### src/hw/drive_code_pkg.sv
// Constants shared by the serial parameter code bank
package drive_code_pkg;

    // ********************************************************
    // Clock and serial rates
    // ********************************************************
    localparam int CLK_HZ = 125_000_000;
    localparam int BAUD_0_HZ = 9600;
    localparam int BAUD_1_HZ = 4800;
    localparam int BAUD_2_HZ = 2400;
    localparam int BAUD_3_HZ = 1200;

    // ********************************************************
    // Code numbers (effective, after bank offset)
    // ********************************************************
    localparam logic [10:0] CODE_OP_MODE = 11'h001;
    localparam logic [10:0] CODE_LOAD_DEFAULTS = 11'h002;
    localparam logic [10:0] CODE_NODE_ADDRESS = 11'h009;
    localparam logic [10:0] CODE_FAULT_FLAG = 11'h02b;
    localparam logic [10:0] CODE_STATE_WORD = 11'h044;
    localparam logic [10:0] CODE_STATE_BYTE = 11'h045;
    localparam logic [10:0] CODE_BAUD_SELECT = 11'h07d;
    localparam logic [10:0] CODE_HIST_NEWEST = 11'h0a1;
    localparam logic [10:0] CODE_HIST_OLDEST = 11'h0a8;
    localparam logic [10:0] CODE_BANK_SELECT = 11'h0f9;
    localparam logic [10:0] CODE_AUTOMATION_EN = 11'h172;
    localparam logic [10:0] CODE_LAST = 11'h7d0;
    localparam logic [10:0] BANK_STEP = 11'h0fa;

    // ********************************************************
    // Value limits and reset values
    // ********************************************************
    localparam logic [15:0] NODE_MIN = 16'h0001;
    localparam logic [15:0] NODE_MAX = 16'h0063;
    localparam logic [15:0] BAUD_MAX = 16'h0003;
    localparam logic [15:0] BANK_MAX = 16'h0007;
    localparam logic [15:0] MODE_MAX = 16'h0007;
    localparam logic [15:0] ENABLE_MAX = 16'h0001;
    localparam logic [6:0] NODE_RESET = 7'h01;
    localparam logic [1:0] BAUD_RESET = 2'h0;
    localparam logic [2:0] BANK_RESET = 3'h0;
    localparam logic [2:0] MODE_RESET = 3'h0;
    localparam logic AUTOMATION_RESET = 1'b0;
    localparam int HIST_DEPTH = 8;

    // ********************************************************
    // Communication error numbers
    // ********************************************************
    localparam logic [3:0] COMM_ERR_NONE = 4'h0;
    localparam logic [3:0] COMM_ERR_FRAME = 4'h1;
    localparam logic [3:0] COMM_ERR_RANGE = 4'h2;
    localparam logic [3:0] COMM_ERR_CODE = 4'h3;

    // ********************************************************
    // Status word and byte bit positions
    // ********************************************************
    localparam int SW_TRIP = 15;
    localparam int SW_CUR_LIMIT = 13;
    localparam int SW_QUICK_STOP = 12;
    localparam int SW_PULSE_INHIBIT = 11;
    localparam int SW_RUN = 10;
    localparam int SW_ZERO_SPEED = 9;
    localparam int SW_CTRL_ENABLE = 8;
    localparam int SW_COMM_ERR_LSB = 4;
    localparam int SW_OP_ERR_LSB = 0;
    localparam int SB_CTRL_ENABLE = 7;
    localparam int SB_CTRL_RESET = 5;
    localparam int SB_TERMINAL = 4;
    localparam int SB_SERIAL = 3;
    localparam int SB_PARAM_CHANGE = 2;
    localparam int SB_COMM_ALARM = 1;
    localparam int SB_OP_ALARM = 0;

endpackage

### src/hw/serial_parameter_code_map.sv
// Serial parameter code bank of a drive controller
//
// Overview of operation
// - Node address accepts only 1 through 99
// - Multiples of ten are broadcast group addresses
// - Fault code reads 0/1, written 0 clears
// - Fault clear only acts once source is gone
// - Fault and state codes hidden from display
// - Operating-state word packs trip, limits, errors
// - Operating-state byte packs enable, control, alarms
// - Baud selector 0..3 gives 9600..1200, default 0
// - Eight trip entries, oldest discarded on push
// - First history code holds latest reset trip
// - Bank n maps codes from 250 times n
// - Automation enable: 0 off, 1 on
// - Ready needs no fitted module, low while a trip is latched
// - Loading defaults keeps automation enable unchanged
// - Up to 90 nodes, transmission faults detected
// - Trip acknowledge void while source active
`timescale 1ns/100ps
`default_nettype none

module serial_parameter_code_map (
    // Clock and reset
    input wire logic I_CLK,
    input wire logic I_NRST,
    // Telegram request from the serial link
    input wire logic I_CODE_WR,
    input wire logic I_CODE_RD,
    input wire logic [6:0] I_FRAME_ADDR,
    input wire logic I_FRAME_ERR,
    input wire logic [7:0] I_CODE_NUM,
    input wire logic [15:0] I_CODE_WDATA,
    // Telegram answer
    output logic O_CODE_ACK,
    output logic O_CODE_NAK,
    output logic [15:0] O_CODE_RDATA,
    // Local parameter display
    input wire logic [10:0] I_DISP_CODE,
    output logic O_DISP_VALID,
    output logic [15:0] O_DISP_DATA,
    // Drive state inputs
    input wire logic I_TRIP_SRC,
    input wire logic [7:0] I_TRIP_CODE,
    input wire logic I_CUR_LIMIT,
    input wire logic I_QUICK_STOP,
    input wire logic I_RUN,
    input wire logic I_ZERO_SPEED,
    input wire logic I_CTRL_ENABLE,
    input wire logic I_CTRL_RESET,
    input wire logic I_TERMINAL_CTRL,
    input wire logic I_SERIAL_CTRL,
    input wire logic [3:0] I_OP_ERR_NUM,
    // Settings and drive control outputs
    output logic [6:0] O_NODE_ADDR,
    output logic [1:0] O_BAUD_SEL,
    output logic [16:0] O_BIT_CYCLES,
    output logic [2:0] O_OP_MODE,
    output logic O_AUTOMATION_EN,
    output logic O_PULSE_INHIBIT,
    output logic O_READY
);

    // ********************************************************
    // Settings and state registers
    // ********************************************************
    logic [6:0] node_reg;  // Own node address
    logic [1:0] baud_reg;  // Baud selector
    logic [2:0] bank_reg;  // Code bank selector
    logic [2:0] mode_reg;  // Operating mode
    logic aif_reg;  // Automation interface enable
    logic trip_reg;  // Latched trip
    logic [7:0] trip_code_reg;  // Code of the latched trip
    logic [3:0] comm_err_reg;  // Last communication error number
    logic parameter_change_flag_reg;  // Parameter changed since last byte read
    logic ack_reg;  // Answer accepted
    logic nak_reg;  // Answer rejected
    logic [15:0] rdata_reg;  // Answer data
    logic disp_valid_reg;  // Display value allowed
    logic [15:0] disp_data_reg;  // Display value
    logic [63:0] hist_entries;  // Trip history, newest first

    // ********************************************************
    // Value check, used for every range-limited code
    // ********************************************************
    function automatic logic in_range(input logic [15:0] v, input logic [15:0] lo,
                                      input logic [15:0] hi);
        in_range = (v >= lo) && (v <= hi);
    endfunction

    // ********************************************************
    // Group address test: ten to ninety in steps of ten
    // ********************************************************
    function automatic logic is_group(input logic [6:0] a);
        is_group = (a != 7'h00) && (a <= 7'h5a) && ((a % 7'h0a) == 7'h00);
    endfunction

    // ********************************************************
    // Status word and byte assembly
    // ********************************************************
    logic [15:0] state_word;
    logic [7:0] state_byte;
    logic pulse_inhibit;

    // Pulses stay inhibited until the trip is acknowledged
    assign pulse_inhibit = trip_reg | ~I_CTRL_ENABLE;

    always_comb begin
        state_word = 16'h0000;
        state_word[drive_code_pkg::SW_TRIP] = trip_reg;
        state_word[drive_code_pkg::SW_CUR_LIMIT] = I_CUR_LIMIT;
        state_word[drive_code_pkg::SW_QUICK_STOP] = I_QUICK_STOP;
        state_word[drive_code_pkg::SW_PULSE_INHIBIT] = pulse_inhibit;
        state_word[drive_code_pkg::SW_RUN] = I_RUN;
        state_word[drive_code_pkg::SW_ZERO_SPEED] = I_ZERO_SPEED;
        state_word[drive_code_pkg::SW_CTRL_ENABLE] = I_CTRL_ENABLE;
        state_word[drive_code_pkg::SW_COMM_ERR_LSB +: 4] = comm_err_reg;
        state_word[drive_code_pkg::SW_OP_ERR_LSB +: 4] = I_OP_ERR_NUM;
    end

    always_comb begin
        state_byte = 8'h00;
        state_byte[drive_code_pkg::SB_CTRL_ENABLE] = I_CTRL_ENABLE;
        state_byte[drive_code_pkg::SB_CTRL_RESET] = I_CTRL_RESET;
        state_byte[drive_code_pkg::SB_TERMINAL] = I_TERMINAL_CTRL;
        state_byte[drive_code_pkg::SB_SERIAL] = I_SERIAL_CTRL;
        state_byte[drive_code_pkg::SB_PARAM_CHANGE] = parameter_change_flag_reg;
        state_byte[drive_code_pkg::SB_COMM_ALARM] = (comm_err_reg != 4'h0);
        state_byte[drive_code_pkg::SB_OP_ALARM] = (I_OP_ERR_NUM != 4'h0);
    end

    // ********************************************************
    // Code read decode, shared by link and display
    // ********************************************************
    function automatic logic [15:0] code_value(input logic [10:0] c);
        logic [2:0] idx;
        idx = 3'(c - drive_code_pkg::CODE_HIST_NEWEST);
        code_value = 16'h0000;
        if (c >= drive_code_pkg::CODE_HIST_NEWEST && c <= drive_code_pkg::CODE_HIST_OLDEST) begin
            code_value = {8'h00, hist_entries[idx*8 +: 8]};
        end else begin
            case (c)
                drive_code_pkg::CODE_OP_MODE: code_value = {13'h0000, mode_reg};
                drive_code_pkg::CODE_NODE_ADDRESS: code_value = {9'h000, node_reg};
                drive_code_pkg::CODE_FAULT_FLAG: code_value = {15'h0000, trip_reg};
                drive_code_pkg::CODE_STATE_WORD: code_value = state_word;
                drive_code_pkg::CODE_STATE_BYTE: code_value = {8'h00, state_byte};
                drive_code_pkg::CODE_BAUD_SELECT: code_value = {14'h0000, baud_reg};
                drive_code_pkg::CODE_BANK_SELECT: code_value = {13'h0000, bank_reg};
                drive_code_pkg::CODE_AUTOMATION_EN: code_value = {15'h0000, aif_reg};
                default: code_value = 16'h0000;
            endcase
        end
    endfunction

    // ********************************************************
    // Telegram addressing and bank mapping
    // ********************************************************
    logic addr_own;
    logic addr_group;
    logic req_any;
    logic req_ok;
    logic [10:0] bank_base;
    logic [10:0] eff_code;
    logic code_known;
    logic code_writable;

    // Own node or own broadcast group, only 90 node numbers remain
    assign addr_own = (I_FRAME_ADDR == node_reg);
    assign addr_group = is_group(I_FRAME_ADDR)
        && ((node_reg / 7'h0a) == (I_FRAME_ADDR / 7'h0a));
    assign req_any = (I_CODE_WR | I_CODE_RD) & (addr_own | addr_group);
    assign req_ok = req_any & ~I_FRAME_ERR;

    // Bank n shifts the reachable window by n times 250 codes
    assign bank_base = 11'(bank_reg * drive_code_pkg::BANK_STEP);
    assign eff_code = bank_base + {3'h0, I_CODE_NUM};

    assign code_writable = (eff_code == drive_code_pkg::CODE_OP_MODE)
        || (eff_code == drive_code_pkg::CODE_LOAD_DEFAULTS)
        || (eff_code == drive_code_pkg::CODE_NODE_ADDRESS)
        || (eff_code == drive_code_pkg::CODE_FAULT_FLAG)
        || (eff_code == drive_code_pkg::CODE_BAUD_SELECT)
        || (eff_code == drive_code_pkg::CODE_BANK_SELECT)
        || (eff_code == drive_code_pkg::CODE_AUTOMATION_EN);
    // Codes past the last bank end answer as unknown
    assign code_known = (eff_code <= drive_code_pkg::CODE_LAST)
        && (code_writable
        || (eff_code == drive_code_pkg::CODE_STATE_WORD)
        || (eff_code == drive_code_pkg::CODE_STATE_BYTE)
        || (eff_code >= drive_code_pkg::CODE_HIST_NEWEST
        && eff_code <= drive_code_pkg::CODE_HIST_OLDEST));

    // ********************************************************
    // Write value checks
    // ********************************************************
    logic [15:0] wd;
    logic val_ok;
    logic wr_ok;
    logic wr_bad;
    logic is_wr;

    assign wd = I_CODE_WDATA;
    assign is_wr = req_ok & I_CODE_WR;

    // Each writable code has its own legal value set
    always_comb begin
        case (eff_code)
            drive_code_pkg::CODE_NODE_ADDRESS:
                val_ok = in_range(wd, drive_code_pkg::NODE_MIN, drive_code_pkg::NODE_MAX)
                    && !is_group(wd[6:0]);
            drive_code_pkg::CODE_FAULT_FLAG: val_ok = (wd == 16'h0000);
            drive_code_pkg::CODE_BAUD_SELECT:
                val_ok = in_range(wd, 16'h0000, drive_code_pkg::BAUD_MAX);
            drive_code_pkg::CODE_BANK_SELECT:
                val_ok = in_range(wd, 16'h0000, drive_code_pkg::BANK_MAX);
            drive_code_pkg::CODE_OP_MODE:
                val_ok = in_range(wd, 16'h0000, drive_code_pkg::MODE_MAX);
            drive_code_pkg::CODE_AUTOMATION_EN:
                val_ok = in_range(wd, 16'h0000, drive_code_pkg::ENABLE_MAX);
            drive_code_pkg::CODE_LOAD_DEFAULTS: val_ok = (wd == 16'h0001);
            default: val_ok = 1'b0;
        endcase
    end

    assign wr_ok = is_wr & code_writable & val_ok;
    assign wr_bad = is_wr & ~(code_writable & val_ok);

    // Strobes per written code
    logic wr_node;
    logic wr_baud;
    logic wr_bank;
    logic wr_mode;
    logic wr_aif;
    logic wr_defaults;
    logic wr_clear;
    logic clear_done;

    assign wr_node = wr_ok & (eff_code == drive_code_pkg::CODE_NODE_ADDRESS);
    assign wr_baud = wr_ok & (eff_code == drive_code_pkg::CODE_BAUD_SELECT);
    assign wr_bank = wr_ok & (eff_code == drive_code_pkg::CODE_BANK_SELECT);
    assign wr_mode = wr_ok & (eff_code == drive_code_pkg::CODE_OP_MODE);
    assign wr_aif = wr_ok & (eff_code == drive_code_pkg::CODE_AUTOMATION_EN);
    assign wr_defaults = wr_ok & (eff_code == drive_code_pkg::CODE_LOAD_DEFAULTS);
    assign wr_clear = wr_ok & (eff_code == drive_code_pkg::CODE_FAULT_FLAG);
    // Acknowledge only counts once the source has gone
    assign clear_done = wr_clear & trip_reg & ~I_TRIP_SRC;

    // ********************************************************
    // Setting registers
    // ********************************************************
    always_ff @(posedge I_CLK) begin
        if (!I_NRST || wr_defaults) begin
            node_reg <= drive_code_pkg::NODE_RESET;
            baud_reg <= drive_code_pkg::BAUD_RESET;
            bank_reg <= drive_code_pkg::BANK_RESET;
            mode_reg <= drive_code_pkg::MODE_RESET;
        end else begin
            if (wr_node) node_reg <= wd[6:0];
            if (wr_baud) baud_reg <= wd[1:0];
            if (wr_bank) bank_reg <= wd[2:0];
            if (wr_mode) mode_reg <= wd[2:0];
        end
    end

    // Enable survives a default load, reset or a write of 0 clears it
    always_ff @(posedge I_CLK) begin
        if (!I_NRST) begin
            aif_reg <= drive_code_pkg::AUTOMATION_RESET;
        end else if (wr_aif) begin
            aif_reg <= wd[0];
        end
    end

    // ********************************************************
    // Trip latch, a live source beats any clear
    // ********************************************************
    always_ff @(posedge I_CLK) begin
        if (!I_NRST) begin
            trip_reg <= 1'b0;
            trip_code_reg <= 8'h00;
        end else if (I_TRIP_SRC) begin
            trip_reg <= 1'b1;
            if (!trip_reg) trip_code_reg <= I_TRIP_CODE;
        end else if (clear_done) begin
            trip_reg <= 1'b0;
        end
    end

    // History records each trip as it is reset
    trip_history u_trip_history (
        .i_clk(I_CLK),
        .i_nrst(I_NRST),
        .i_push(clear_done),
        .i_trip_code(trip_code_reg),
        .o_entries(hist_entries)
    );

    // ********************************************************
    // Communication error number and change flag
    // ********************************************************
    logic rd_byte;
    assign rd_byte = req_ok & I_CODE_RD & (eff_code == drive_code_pkg::CODE_STATE_BYTE);

    always_ff @(posedge I_CLK) begin
        if (!I_NRST) begin
            comm_err_reg <= drive_code_pkg::COMM_ERR_NONE;
        end else if (req_any & I_FRAME_ERR) begin
            comm_err_reg <= drive_code_pkg::COMM_ERR_FRAME;
        end else if (req_ok & ~code_known) begin
            comm_err_reg <= drive_code_pkg::COMM_ERR_CODE;
        end else if (wr_bad) begin
            comm_err_reg <= drive_code_pkg::COMM_ERR_RANGE;
        end else if (req_ok) begin
            comm_err_reg <= drive_code_pkg::COMM_ERR_NONE;
        end
    end

    // Set wins over the clear by a byte read
    always_ff @(posedge I_CLK) begin
        if (!I_NRST) begin
            parameter_change_flag_reg <= 1'b0;
        end else if (wr_ok) begin
            parameter_change_flag_reg <= 1'b1;
        end else if (rd_byte) begin
            parameter_change_flag_reg <= 1'b0;
        end
    end

    // ********************************************************
    // Telegram answer, individual address only
    // ********************************************************
    logic answer;
    assign answer = (I_CODE_WR | I_CODE_RD) & addr_own;

    always_ff @(posedge I_CLK) begin
        if (!I_NRST) begin
            ack_reg <= 1'b0;
            nak_reg <= 1'b0;
        end else begin
            // Broadcast telegrams get no answer
            ack_reg <= answer & req_ok & code_known & ~wr_bad;
            nak_reg <= answer & ~(req_ok & code_known & ~wr_bad);
        end
    end

    always_ff @(posedge I_CLK) begin
        if (!I_NRST) begin
            rdata_reg <= 16'h0000;
        end else if (answer & req_ok & I_CODE_RD) begin
            rdata_reg <= code_value(eff_code);
        end
    end

    // ********************************************************
    // Local display, serial-only codes hidden
    // ********************************************************
    logic disp_hidden;
    assign disp_hidden = (I_DISP_CODE == drive_code_pkg::CODE_FAULT_FLAG)
        || (I_DISP_CODE == drive_code_pkg::CODE_STATE_WORD)
        || (I_DISP_CODE == drive_code_pkg::CODE_STATE_BYTE);

    always_ff @(posedge I_CLK) begin
        if (!I_NRST) begin
            disp_valid_reg <= 1'b0;
            disp_data_reg <= 16'h0000;
        end else begin
            disp_valid_reg <= ~disp_hidden;
            disp_data_reg <= disp_hidden ? 16'h0000 : code_value(I_DISP_CODE);
        end
    end

    // ********************************************************
    // Baud divider lookup
    // ********************************************************
    logic [16:0] bit_cycles;
    always_comb begin
        case (baud_reg)
            2'h0: bit_cycles = 17'(drive_code_pkg::CLK_HZ / drive_code_pkg::BAUD_0_HZ);
            2'h1: bit_cycles = 17'(drive_code_pkg::CLK_HZ / drive_code_pkg::BAUD_1_HZ);
            2'h2: bit_cycles = 17'(drive_code_pkg::CLK_HZ / drive_code_pkg::BAUD_2_HZ);
            default: bit_cycles = 17'(drive_code_pkg::CLK_HZ / drive_code_pkg::BAUD_3_HZ);
        endcase
    end

    // ********************************************************
    // Outputs
    // ********************************************************
    assign O_CODE_ACK = ack_reg;
    assign O_CODE_NAK = nak_reg;
    assign O_CODE_RDATA = rdata_reg;
    assign O_DISP_VALID = disp_valid_reg;
    assign O_DISP_DATA = disp_data_reg;
    assign O_NODE_ADDR = node_reg;
    assign O_BAUD_SEL = baud_reg;
    assign O_BIT_CYCLES = bit_cycles;
    assign O_OP_MODE = mode_reg;
    assign O_AUTOMATION_EN = aif_reg;
    assign O_PULSE_INHIBIT = pulse_inhibit;
    // Ready does not depend on a fitted module
    assign O_READY = ~trip_reg;

endmodule

`default_nettype wire

### src/hw/trip_history.sv
// Eight-entry trip history, newest entry first
`timescale 1ns/100ps
`default_nettype none

module trip_history (
    // Clock and reset
    input wire logic i_clk,
    input wire logic i_nrst,
    // Push of a freshly reset trip
    input wire logic i_push,
    input wire logic [7:0] i_trip_code,
    // All entries, entry 0 newest
    output logic [63:0] o_entries
);

    // ********************************************************
    // Storage
    // ********************************************************
    logic [7:0] hist_reg [drive_code_pkg::HIST_DEPTH];  // Entry 0 is newest

    // ********************************************************
    // Shift chain, oldest entry drops off the end
    // ********************************************************
    always_ff @(posedge i_clk) begin
        if (!i_nrst) begin
            hist_reg[0] <= 8'h00;
        end else if (i_push) begin
            hist_reg[0] <= i_trip_code;
        end
    end

    genvar g;
    generate
        for (g = 1; g < drive_code_pkg::HIST_DEPTH; g = g + 1) begin : g_shift
            // Each entry ages one place per push
            always_ff @(posedge i_clk) begin
                if (!i_nrst) begin
                    hist_reg[g] <= 8'h00;
                end else if (i_push) begin
                    hist_reg[g] <= hist_reg[g-1];
                end
            end
            assign o_entries[g*8 +: 8] = hist_reg[g];
        end
    endgenerate

    assign o_entries[7:0] = hist_reg[0];

endmodule

`default_nettype wire

### config.mk
export PLATFORM = sky130hd
export DESIGN_NAME = serial_parameter_code_map
export DESIGN_NICKNAME = d
export VERILOG_FILES = /design/src/hw/drive_code_pkg.sv /design/src/hw/serial_parameter_code_map.sv /design/src/hw/trip_history.sv
export SDC_FILE = /design/constraint.sdc
export NUM_CORES = 1
export LEC_CHECK = 0
export ABC_CLOCK_PERIOD_IN_PS = 7100
export BUFFER_PORTS_ARGS = -buffer_cell sky130_fd_sc_hd__buf_4
export CORE_ASPECT_RATIO = 1.4
export CORE_MARGIN = 4
export CORE_UTILIZATION = 50
export CTS_CLUSTER_SIZE = 14
export DETAILED_ROUTE_END_ITERATION = 8
export GPL_TIMING_DRIVEN = 0
export MAX_ROUTING_LAYER = met4
export PLACE_DENSITY = 0.81
export SETUP_SLACK_MARGIN = 0.1
export SLEW_MARGIN = 20
export SYNTH_ARGS = -nofsm -noshare
export SYNTH_HDL_FRONTEND = slang
export SYNTH_SLANG_ARGS = --single-unit
### constraint.sdc
create_clock -name I_CLK -period 7.1 [get_ports I_CLK]
set_input_delay 0.71 -clock I_CLK [delete_from_list [all_inputs] [get_ports I_CLK]]
set_output_delay 0.71 -clock I_CLK [all_outputs]
set_load 0.01 [all_outputs]
==> results of run 1 <==
[layer usage]
| layer | vias up | GRT usage, % |
|---|---|---|
| met3 | 64 | 4.69 |
| met1 | 3591 | 28.0 |
| met5 | - | - |
| met4 | 0 | 11.7 |
| met2 | 314 | 43.0 |
| li1 | 3444 | - |
[final timing paths]
kind / to / cells after the start
min reg2reg: O_CODE_RDATA[8] / 2
max reg2reg: u_trip_history.hist_reg[1][1] / 15
min: O_CODE_RDATA[8] / 2
max: u_trip_history.hist_reg[1][1] / 15
[synthesized netlist by cell type, types with 5 or more instances]
master / n / area, sq um
a221oi_1: 6 / 52.6
and2_1: 68 / 425
xor2_1: 14 / 123
o211ai_1: 5 / 37.5
a21oi_1: 38 / 190
nand4_1: 7 / 43.8
mux4_2: 32 / 721
or2_2: 9 / 56.3
nor3_1: 13 / 65.1
a31oi_1: 6 / 37.5
nand2_1: 42 / 158
or3_1: 5 / 31.3
o21ai_0: 23 / 115
a22oi_1: 10 / 75.1
and3_1: 7 / 43.8
nor2b_1: 13 / 81.3
or4_1: 5 / 37.5
nand2b_1: 11 / 68.8
mux2i_1: 39 / 390
edfxtp_1: 64 / 1920
buf_4: 10 / 75.1
dfxtp_1: 61 / 1220
and4_1: 7 / 61.3
o21a_1: 10 / 75.1
fa_1: 5 / 100
nor2_1: 72 / 270
nor4_1: 9 / 56.3
xnor2_1: 7 / 61.3
clkbuf_1: 32 / 120
a211oi_1: 13 / 97.6
nand3_1: 22 / 110
mux2_2: 8 / 90.1
buf_8: 6 / 90.1
ha_1: 34 / 425
inv_1: 34 / 128
[worst max-delay path: stages, from the launching register on]
cell	delay, ps
dfxtp_1	490
fa_1	700
inv_1	100
fa_1	410
inv_1	90
fa_1	430
ha_1	380
o21a_1	230
or3_1	340
o31ai_1	110
o211ai_1	320
a2111oi_2	1120
a311oi_1	410
nor2_1	320
a21o_4	310
buf_16	280
[final cells by class]
class / instances / area [sq um] / share of cell area [%]
well taps: 203 / 254 / 2.46
clock inverters: 10 / 87.6 / 0.847
diodes: 1 / 2.50 / 0.0242
inverters: 34 / 128 / 1.23
clock buffers: 22 / 474 / 4.59
repair buffers: 123 / 943 / 9.12
flip-flops and latches: 125 / 3140 / 30.4
plain buffers: 56 / 327 / 3.16
multi-input cells: 640 / 4980 / 48.2
[metrics by stage]
step / setup slack, ps / utilization (%) / cells / hold slack (ps) / setup TNS, ps
floorplan: 970 / - / 855 / 452 / 0
global placement: -445 / 58.1 / 1180 / 443 / -28350
detailed placement: 875 / 58.3 / 1181 / 444 / 0
CTS: 843 / 61.7 / 1213 / 452 / 0
global route: 375 / 61.7 / 1214 / 476 / 0
finish: 685 / 61.7 / 1214 / 454 / 0
[cell families (layout without fill, tap and decap cells)]
group / Yosys count / in the layout
DFF: 125 / 125
AOI/OAI and AO/OA: 181 / 181
buffers and inverters: 90 / 245
other: 1 / 10
adders and majority gates: 39 / 39
and+or+nand+nor: 311 / 311
xor gates and xnor gates: 21 / 21
muxes: 79 / 79
[where the power goes]
group          switching, W  leakage (nW)  internal, W
sequential        0.0000113          1.16     0.000776
combinational      0.000124          2.82     0.000106
clock              0.000316         0.280     0.000507
total              0.000452          4.26      0.00139
==> impl_summary.txt, run 1 <==
----------------------------------------------------
[Clocking]
  Number of hold-repair buffers added at the cts stage ... 0
  Total setup buffers inserted after CTS ... 0
  Clk buf depth ... 2
  CTS buffer count ... 17
  TritonCTS clock tree ... yes
  Deepest level of the CTS H-tree ... 4
  Latest clock arrival within the worst-skew pair ... 430 ps
  Clock Root Buffer ... clkbuf_16
  Clock sink count ... 125
  Clk pin slew, worst setup/hold paths ... 60 ps
  Gates resized, CTS repair ... 0

[Flow run]
  Max-capacitance violation count ... 0

[GRT]
  Initial antenna violation count ... 1
  Wire length of the first global-routing pass ... 37.1 mm
  Largest net degree at the start of global routing ... 51
  Residual overflow from global routing ... 0
  Number of global-route vias before repair ... 7246
  Global routing usage summed across all routing layers ... 24.9%

[Floorplanning]
  Ports placed on the boundary ... 135
  Core region area ... 0.0167 sq mm
  Chip Height ... 163 microns
  Die W ... 118 microns
  Area of the die ... 0.0192 sq mm
  Initial Utilization ... 50.9%
  Row count ... 56

[Drt]
  Routed length per instance ... 19.5 microns
  Met1 layer wirelength in the final routing ... 8.98 mm
  DRT iter0 DRCs ... 652
  Residual DRC ... 0
  Drt total wl ... 23.7 mm
  Number of optimization iterations in the first detailed-route pass ... 7
  Met2 wire length ... 12.2 mm
  Met3 Routed Length ... 1.54 mm
  Ratio of routed vias to standard cells ... 6.11
  Final antenna-violating net count ... 0
  Highest Signal Layer ... met4
  Detailed-route via count ... 7413

[Layout]
  Final nets ... 1104
  Max reg flops ... 64
  Fraction of final layout cells with drive strength greater than 1 ... 23.9%
  Area growth from synthesis to final layout ... 21.2%
  Most frequent cells in the layout ... 132 x buf_4, 72 x nor2_1, 68 x and2_1
  Number of fill cells in the layout ... 1407
  Most common cell after layout, fill and taps aside ... buf_4
  Design area ... 0.0103 sq mm

[Critical path]
  Flop-to-flop setup slack ... 690 ps
  Element type at the critical path end ... flip-flop
  Worst Path Arrival ... 6520 ps
  CP Class ... reg -> reg
  Critical register-to-register path startpoint ... bank_reg[1]
  Startpoint class of the critical path ... flip-flop
  Critical Path Start ... bank_reg[1]
  Worst EP required ... 7200 ps
  Worst Path Max Fanout ... 50

[Timing]
  Unrepaired setup endpoints after global routing ... false
  Achievable Freq ... 156 MHz
  Number of pins exceeding their max-slew limit in the final report ... 0
  Count of final setup violators ... 0
  Final hold vios ... 0
  Final min period ... 6410 ps
  Clock Skew ... 10.5 ps
  Pin slew with the least headroom to its limit ... 1170 ps
  Max-Slew Margin vs Limit ... 21.7%
  Final period utilization ... 90.3%

[Yosys]
  Simple-gate share of the synthesized area ... 19.9%
  Largest family of logic cells by synthesized area ... simple AND/OR/NAND/NOR gates
  Post-synth ARST share ... 0%
  Adder-cell area share of the yosys netlist ... 6.16%
  Compound-Gate Fraction of Synth Area ... 15.5%
  Count of synthesis-stage warnings from yosys ... 0
  Xor and xnor fraction of the mapped netlist area ... 2.16%
  Post-Syn Area per Cell ... 10.1 sq um
  Post-synth EDFFs ... 64
  Fraction of the yosys area taken by sequential cells ... 36.9%
  Synth Cell Area ... 0.00853 sq mm
  Mux cell area share after synthesis ... 14.1%
  Number of distinct library cells after synthesis ... 90
  Gate Count Post-Synth ... 847
  Synth Register Bits ... 125
  Most frequently used flop master after synthesis ... edfxtp_1

[Place]
  Placed standard-cell area ... 0.00976 sq mm
  Number of buffer cells added on primary ports ... 122
  Final RePlAce weighted congestion ... 0.955
  Detail Placement HPWL ... 18.0 mm

[Pwr]
  Design Power ... 0.00184 W
  Power density cells ... 178 mW/mm^2
  Worst supply voltage drop on vdd ... 0.229 mV
  Static power due to leakage ... 4.26 nW

[Hold path]
  Worst hold start ... O_CODE_RDATA[8]
  Min-Delay Path Class ... reg -> reg

[Status]
  Status ... completed

----------------------------------------------------
No activity file was read; power rests on OpenSTA's default activity.
==> run 2, diff against run 1 <==
--- a/config.mk
+++ b/config.mk
@@ -5,7 +5,7 @@
 export SDC_FILE = /design/constraint.sdc
 export NUM_CORES = 1
 export LEC_CHECK = 0
-export ABC_CLOCK_PERIOD_IN_PS = 7100
+export ABC_CLOCK_PERIOD_IN_PS = 5320
 export BUFFER_PORTS_ARGS = -buffer_cell sky130_fd_sc_hd__buf_4
 export CORE_ASPECT_RATIO = 1.4
 export CORE_MARGIN = 4
@@ -14,7 +14,7 @@
 export DETAILED_ROUTE_END_ITERATION = 8
 export GPL_TIMING_DRIVEN = 0
 export MAX_ROUTING_LAYER = met4
-export PLACE_DENSITY = 0.81
+export PLACE_DENSITY = 0.84
 export SETUP_SLACK_MARGIN = 0.1
 export SLEW_MARGIN = 20
 export SYNTH_ARGS = -nofsm -noshare
==> constraint.sdc (replaced) <==
create_clock -name I_CLK -period 5.32 [get_ports I_CLK]
set_input_delay 0.532 -clock I_CLK [delete_from_list [all_inputs] [get_ports I_CLK]]
set_output_delay 0.532 -clock I_CLK [all_outputs]
set_load 0.01 [all_outputs]
==> run 2 against run 1 <==
Compared with the run above:
- clock skew grew 3.8 ps
- sequential power grew 33%
- critical path depth grew 4
- combinational power grew 40%
- critical path type unchanged
- critical endpoint is now u_trip_history.hist_reg[0][17]
- highest routed layer unchanged
==> impl_summary.txt, run 2 (synthesis results as in run 1) <==
----------------------------------------------------
[Status]
  Status ... completed

[Timing]
  Achievable Freq ... 197 MHz (+26%)
  Hold WS ... 343 ps (-111 ps)
  Count of final setup violators ... 0 (unchanged)
  Pin slew with the least headroom to its limit ... 1070 ps (-99.6 ps)
  Unrepaired setup endpoints after global routing ... true
  Number of pins exceeding their max-slew limit in the final report ... 0 (unchanged)
  Final hold vios ... 0 (unchanged)
  Clock Skew ... 14.3 ps (+3.77 ps)
  Max-Slew Margin vs Limit ... 28.0% (+6.3 points)
  Final min period ... 5070 ps (-1340 ps)
  Final period utilization ... 95.3% (+5.0 points)

[Pwr]
  Design Power ... 0.00249 W (+35%)
  Worst supply voltage drop on vdd ... 0.309 mV (+35%)
  Static power due to leakage ... 4.35 nW (+2.2%)
  Power density cells ... 232 mW/mm^2 (+31%)

[Drt]
  Ratio of routed vias to standard cells ... 6.13 (+0.34%)
  Drt total wl ... 24.8 mm (+5.0%)
  Number of optimization iterations in the first detailed-route pass ... 7 (unchanged)
  Residual DRC ... 0 (unchanged)
  Routed length per instance ... 20.1 microns (+3.3%)
  Detailed-route via count ... 7561 (+2.0%)
  Final antenna-violating net count ... 0 (unchanged)
  DRT iter0 DRCs ... 583 (-11%)

[Layout]
  Area growth from synthesis to final layout ... 25.4%
  Fraction of final layout cells with drive strength greater than 1 ... 27.1% (+3.2 points)
  Most frequent cells in the layout ... 146 x buf_4, 69 x nor2_1, 68 x and2_1
  Design area ... 0.0107 sq mm (+3.4%)
  Max reg flops ... 64 (unchanged)
  Total inserted antenna cells ... 0 (-1)
  Most common cell after layout, fill and taps aside ... buf_4
  Post-route core utilization ... 63.9% (+2.1 points)
  Final nets ... 1125 (+1.9%)
  Non-Filler Instances ... 1234 (+1.6%)

[GRT]
  Number of global-route vias before repair ... 7425 (+2.5%)
  Wire length of the first global-routing pass ... 38.3 mm (+3.2%)
  Largest net degree at the start of global routing ... 17 (-67%)
  Residual overflow from global routing ... 0 (unchanged)
  Global routing usage summed across all routing layers ... 25.8% (+0.89 points)
  Initial antenna violation count ... 0 (-1)

[Clocking]
  Deepest level of the CTS H-tree ... 4 (unchanged)
  CTS buffer count ... 17 (unchanged)
  Clock sink count ... 125 (unchanged)
  Latest clock arrival within the worst-skew pair ... 430 ps (about the same)
  TritonCTS clock tree ... yes
  Clk buf depth ... 2 (unchanged)
  Clock Root Buffer ... clkbuf_16
  Clk pin slew, worst setup/hold paths ... 60 ps (about the same)

[Place]
  Detail Placement HPWL ... 18.1 mm (about the same)
  Instance count after placement with tap cells included ... 1180 (-0.085%)
  Final RePlAce weighted congestion ... 0.965 (+0.98%)
  Placed standard-cell area ... 0.00974 sq mm (-0.24%)
  Number of buffer cells added on primary ports ... 122 (unchanged)

[Critical path]
  Worst Path Arrival ... 5250 ps (-1270 ps)
  Element type at the critical path end ... flip-flop
  Crit path cell chain ... fa_2, inv_1, fa_1, inv_2, fa_1, ha_4, and3b_1, a211oi_4, buf_4, and3_1, clkbuf_2, and4_1, a211o_1, and3_1, a311oi_4, and4bb_2, buf_6, buf_8, and2_1
  Critical register-to-register path startpoint ... bank_reg[0]
  Bufs and invs on worst path ... 6 (+3)
  CP Class ... reg -> reg
  Family of cells with the greatest summed delay on the critical path ... adder cells
  Startpoint class of the critical path ... flip-flop
  Worst EP required ... 5500 ps (-1700 ps)
  Slowest cell on crit path ... fa_2
  Flop-to-flop setup slack ... 250 ps (-440 ps)
  Critical Path Start ... bank_reg[0]
  Critical Path Max Stage Delay ... 590 ps (-530 ps)
  Worst Path Max Fanout ... 10 (-80%)

[Floorplanning]
  Ports placed on the boundary ... 135 (unchanged)
  Area of the die ... 0.0192 sq mm (unchanged)
  Chip Height ... 163 microns (unchanged)
  Row count ... 56 (unchanged)
  Core region area ... 0.0167 sq mm (unchanged)
  Initial Utilization ... 50.9% (unchanged)
  Die W ... 118 microns (unchanged)

[Hold path]
  Min-Delay Path Class ... in -> reg
  Worst hold start ... I_TRIP_CODE[3]

[Flow run]
  Max-capacitance violation count ... 0 (unchanged)

----------------------------------------------------
## run 2: cell count changes in the layout (fill, tap and decap cells not counted), sizes merged
cell,change
a21o,+7
buf,+14
bufinv,+1
clkbuf,+4
clkinv,-6
clkinvlp,+3
diode,-1
inv,-2
## run 2: cell type report
class / instances / area, sq um
sequential: 125 / 3150
inverter: 34 / 128
buffer: 56 / 328
clock buffer: 26 / 469
tap: 203 / 254
multi-input combinational: 647 / 5230
timing repair buffer: 137 / 1040
fill: 1291 / 6050
clock inverter: 6 / 87.6
## run 2: path summary, 6_finish.rpt
kind / end / cells after the start
max reg2reg: u_trip_history.hist_reg[0][17] / 19
max: u_trip_history.hist_reg[0][17] / 19
min: trip_code_reg[3] / 3
min reg2reg: O_CODE_RDATA[13] / 2
## run 2: metrics by stage
| stage | setup TNS [ps] | worst slack (ps) |
|---|---|---|
| final | 0 | 248 |
| after global routing | 0 | 93.2 |
| after CTS | 0 | 77.1 |
| after detailed placement | -106440 | -959 |
| after global placement | -104910 | -943 |
| after floorplan | 0 | 121 |
## run 2: metal layers
layer,vias up,wire [microns],GRT usage (%)
li1,3506,-,-
met1,3651,9160,28.6
met2,335,13200,46.0
met3,69,1720,5.14
met4,0,785,9.86
met5,-,0,-
## run 2: what timing repair did
item                       in CTS  in global routing
hold buffers                    0                  0
setup endpoints to repair     150                150
buffers inserted               10                  5
pin swaps                       8                 11
cloned                          3                  4
resized for setup              21                 20
## run 2: worst min-delay path, delay by kind of cell
kind / cells / cell delay, ps
buffers and inverters: 1 / 80
muxes: 1 / 50
and+or+nand+nor: 1 / 70
## run 2: where the power goes
| part | switching [W] | internal, W | total (W) |
|---|---|---|---|
| combinational | 0.000175 | 0.000147 | 0.000322 |
| sequential | 0.0000153 | 0.00103 | 0.00105 |
| clock | 0.000414 | 0.000701 | 0.00111 |
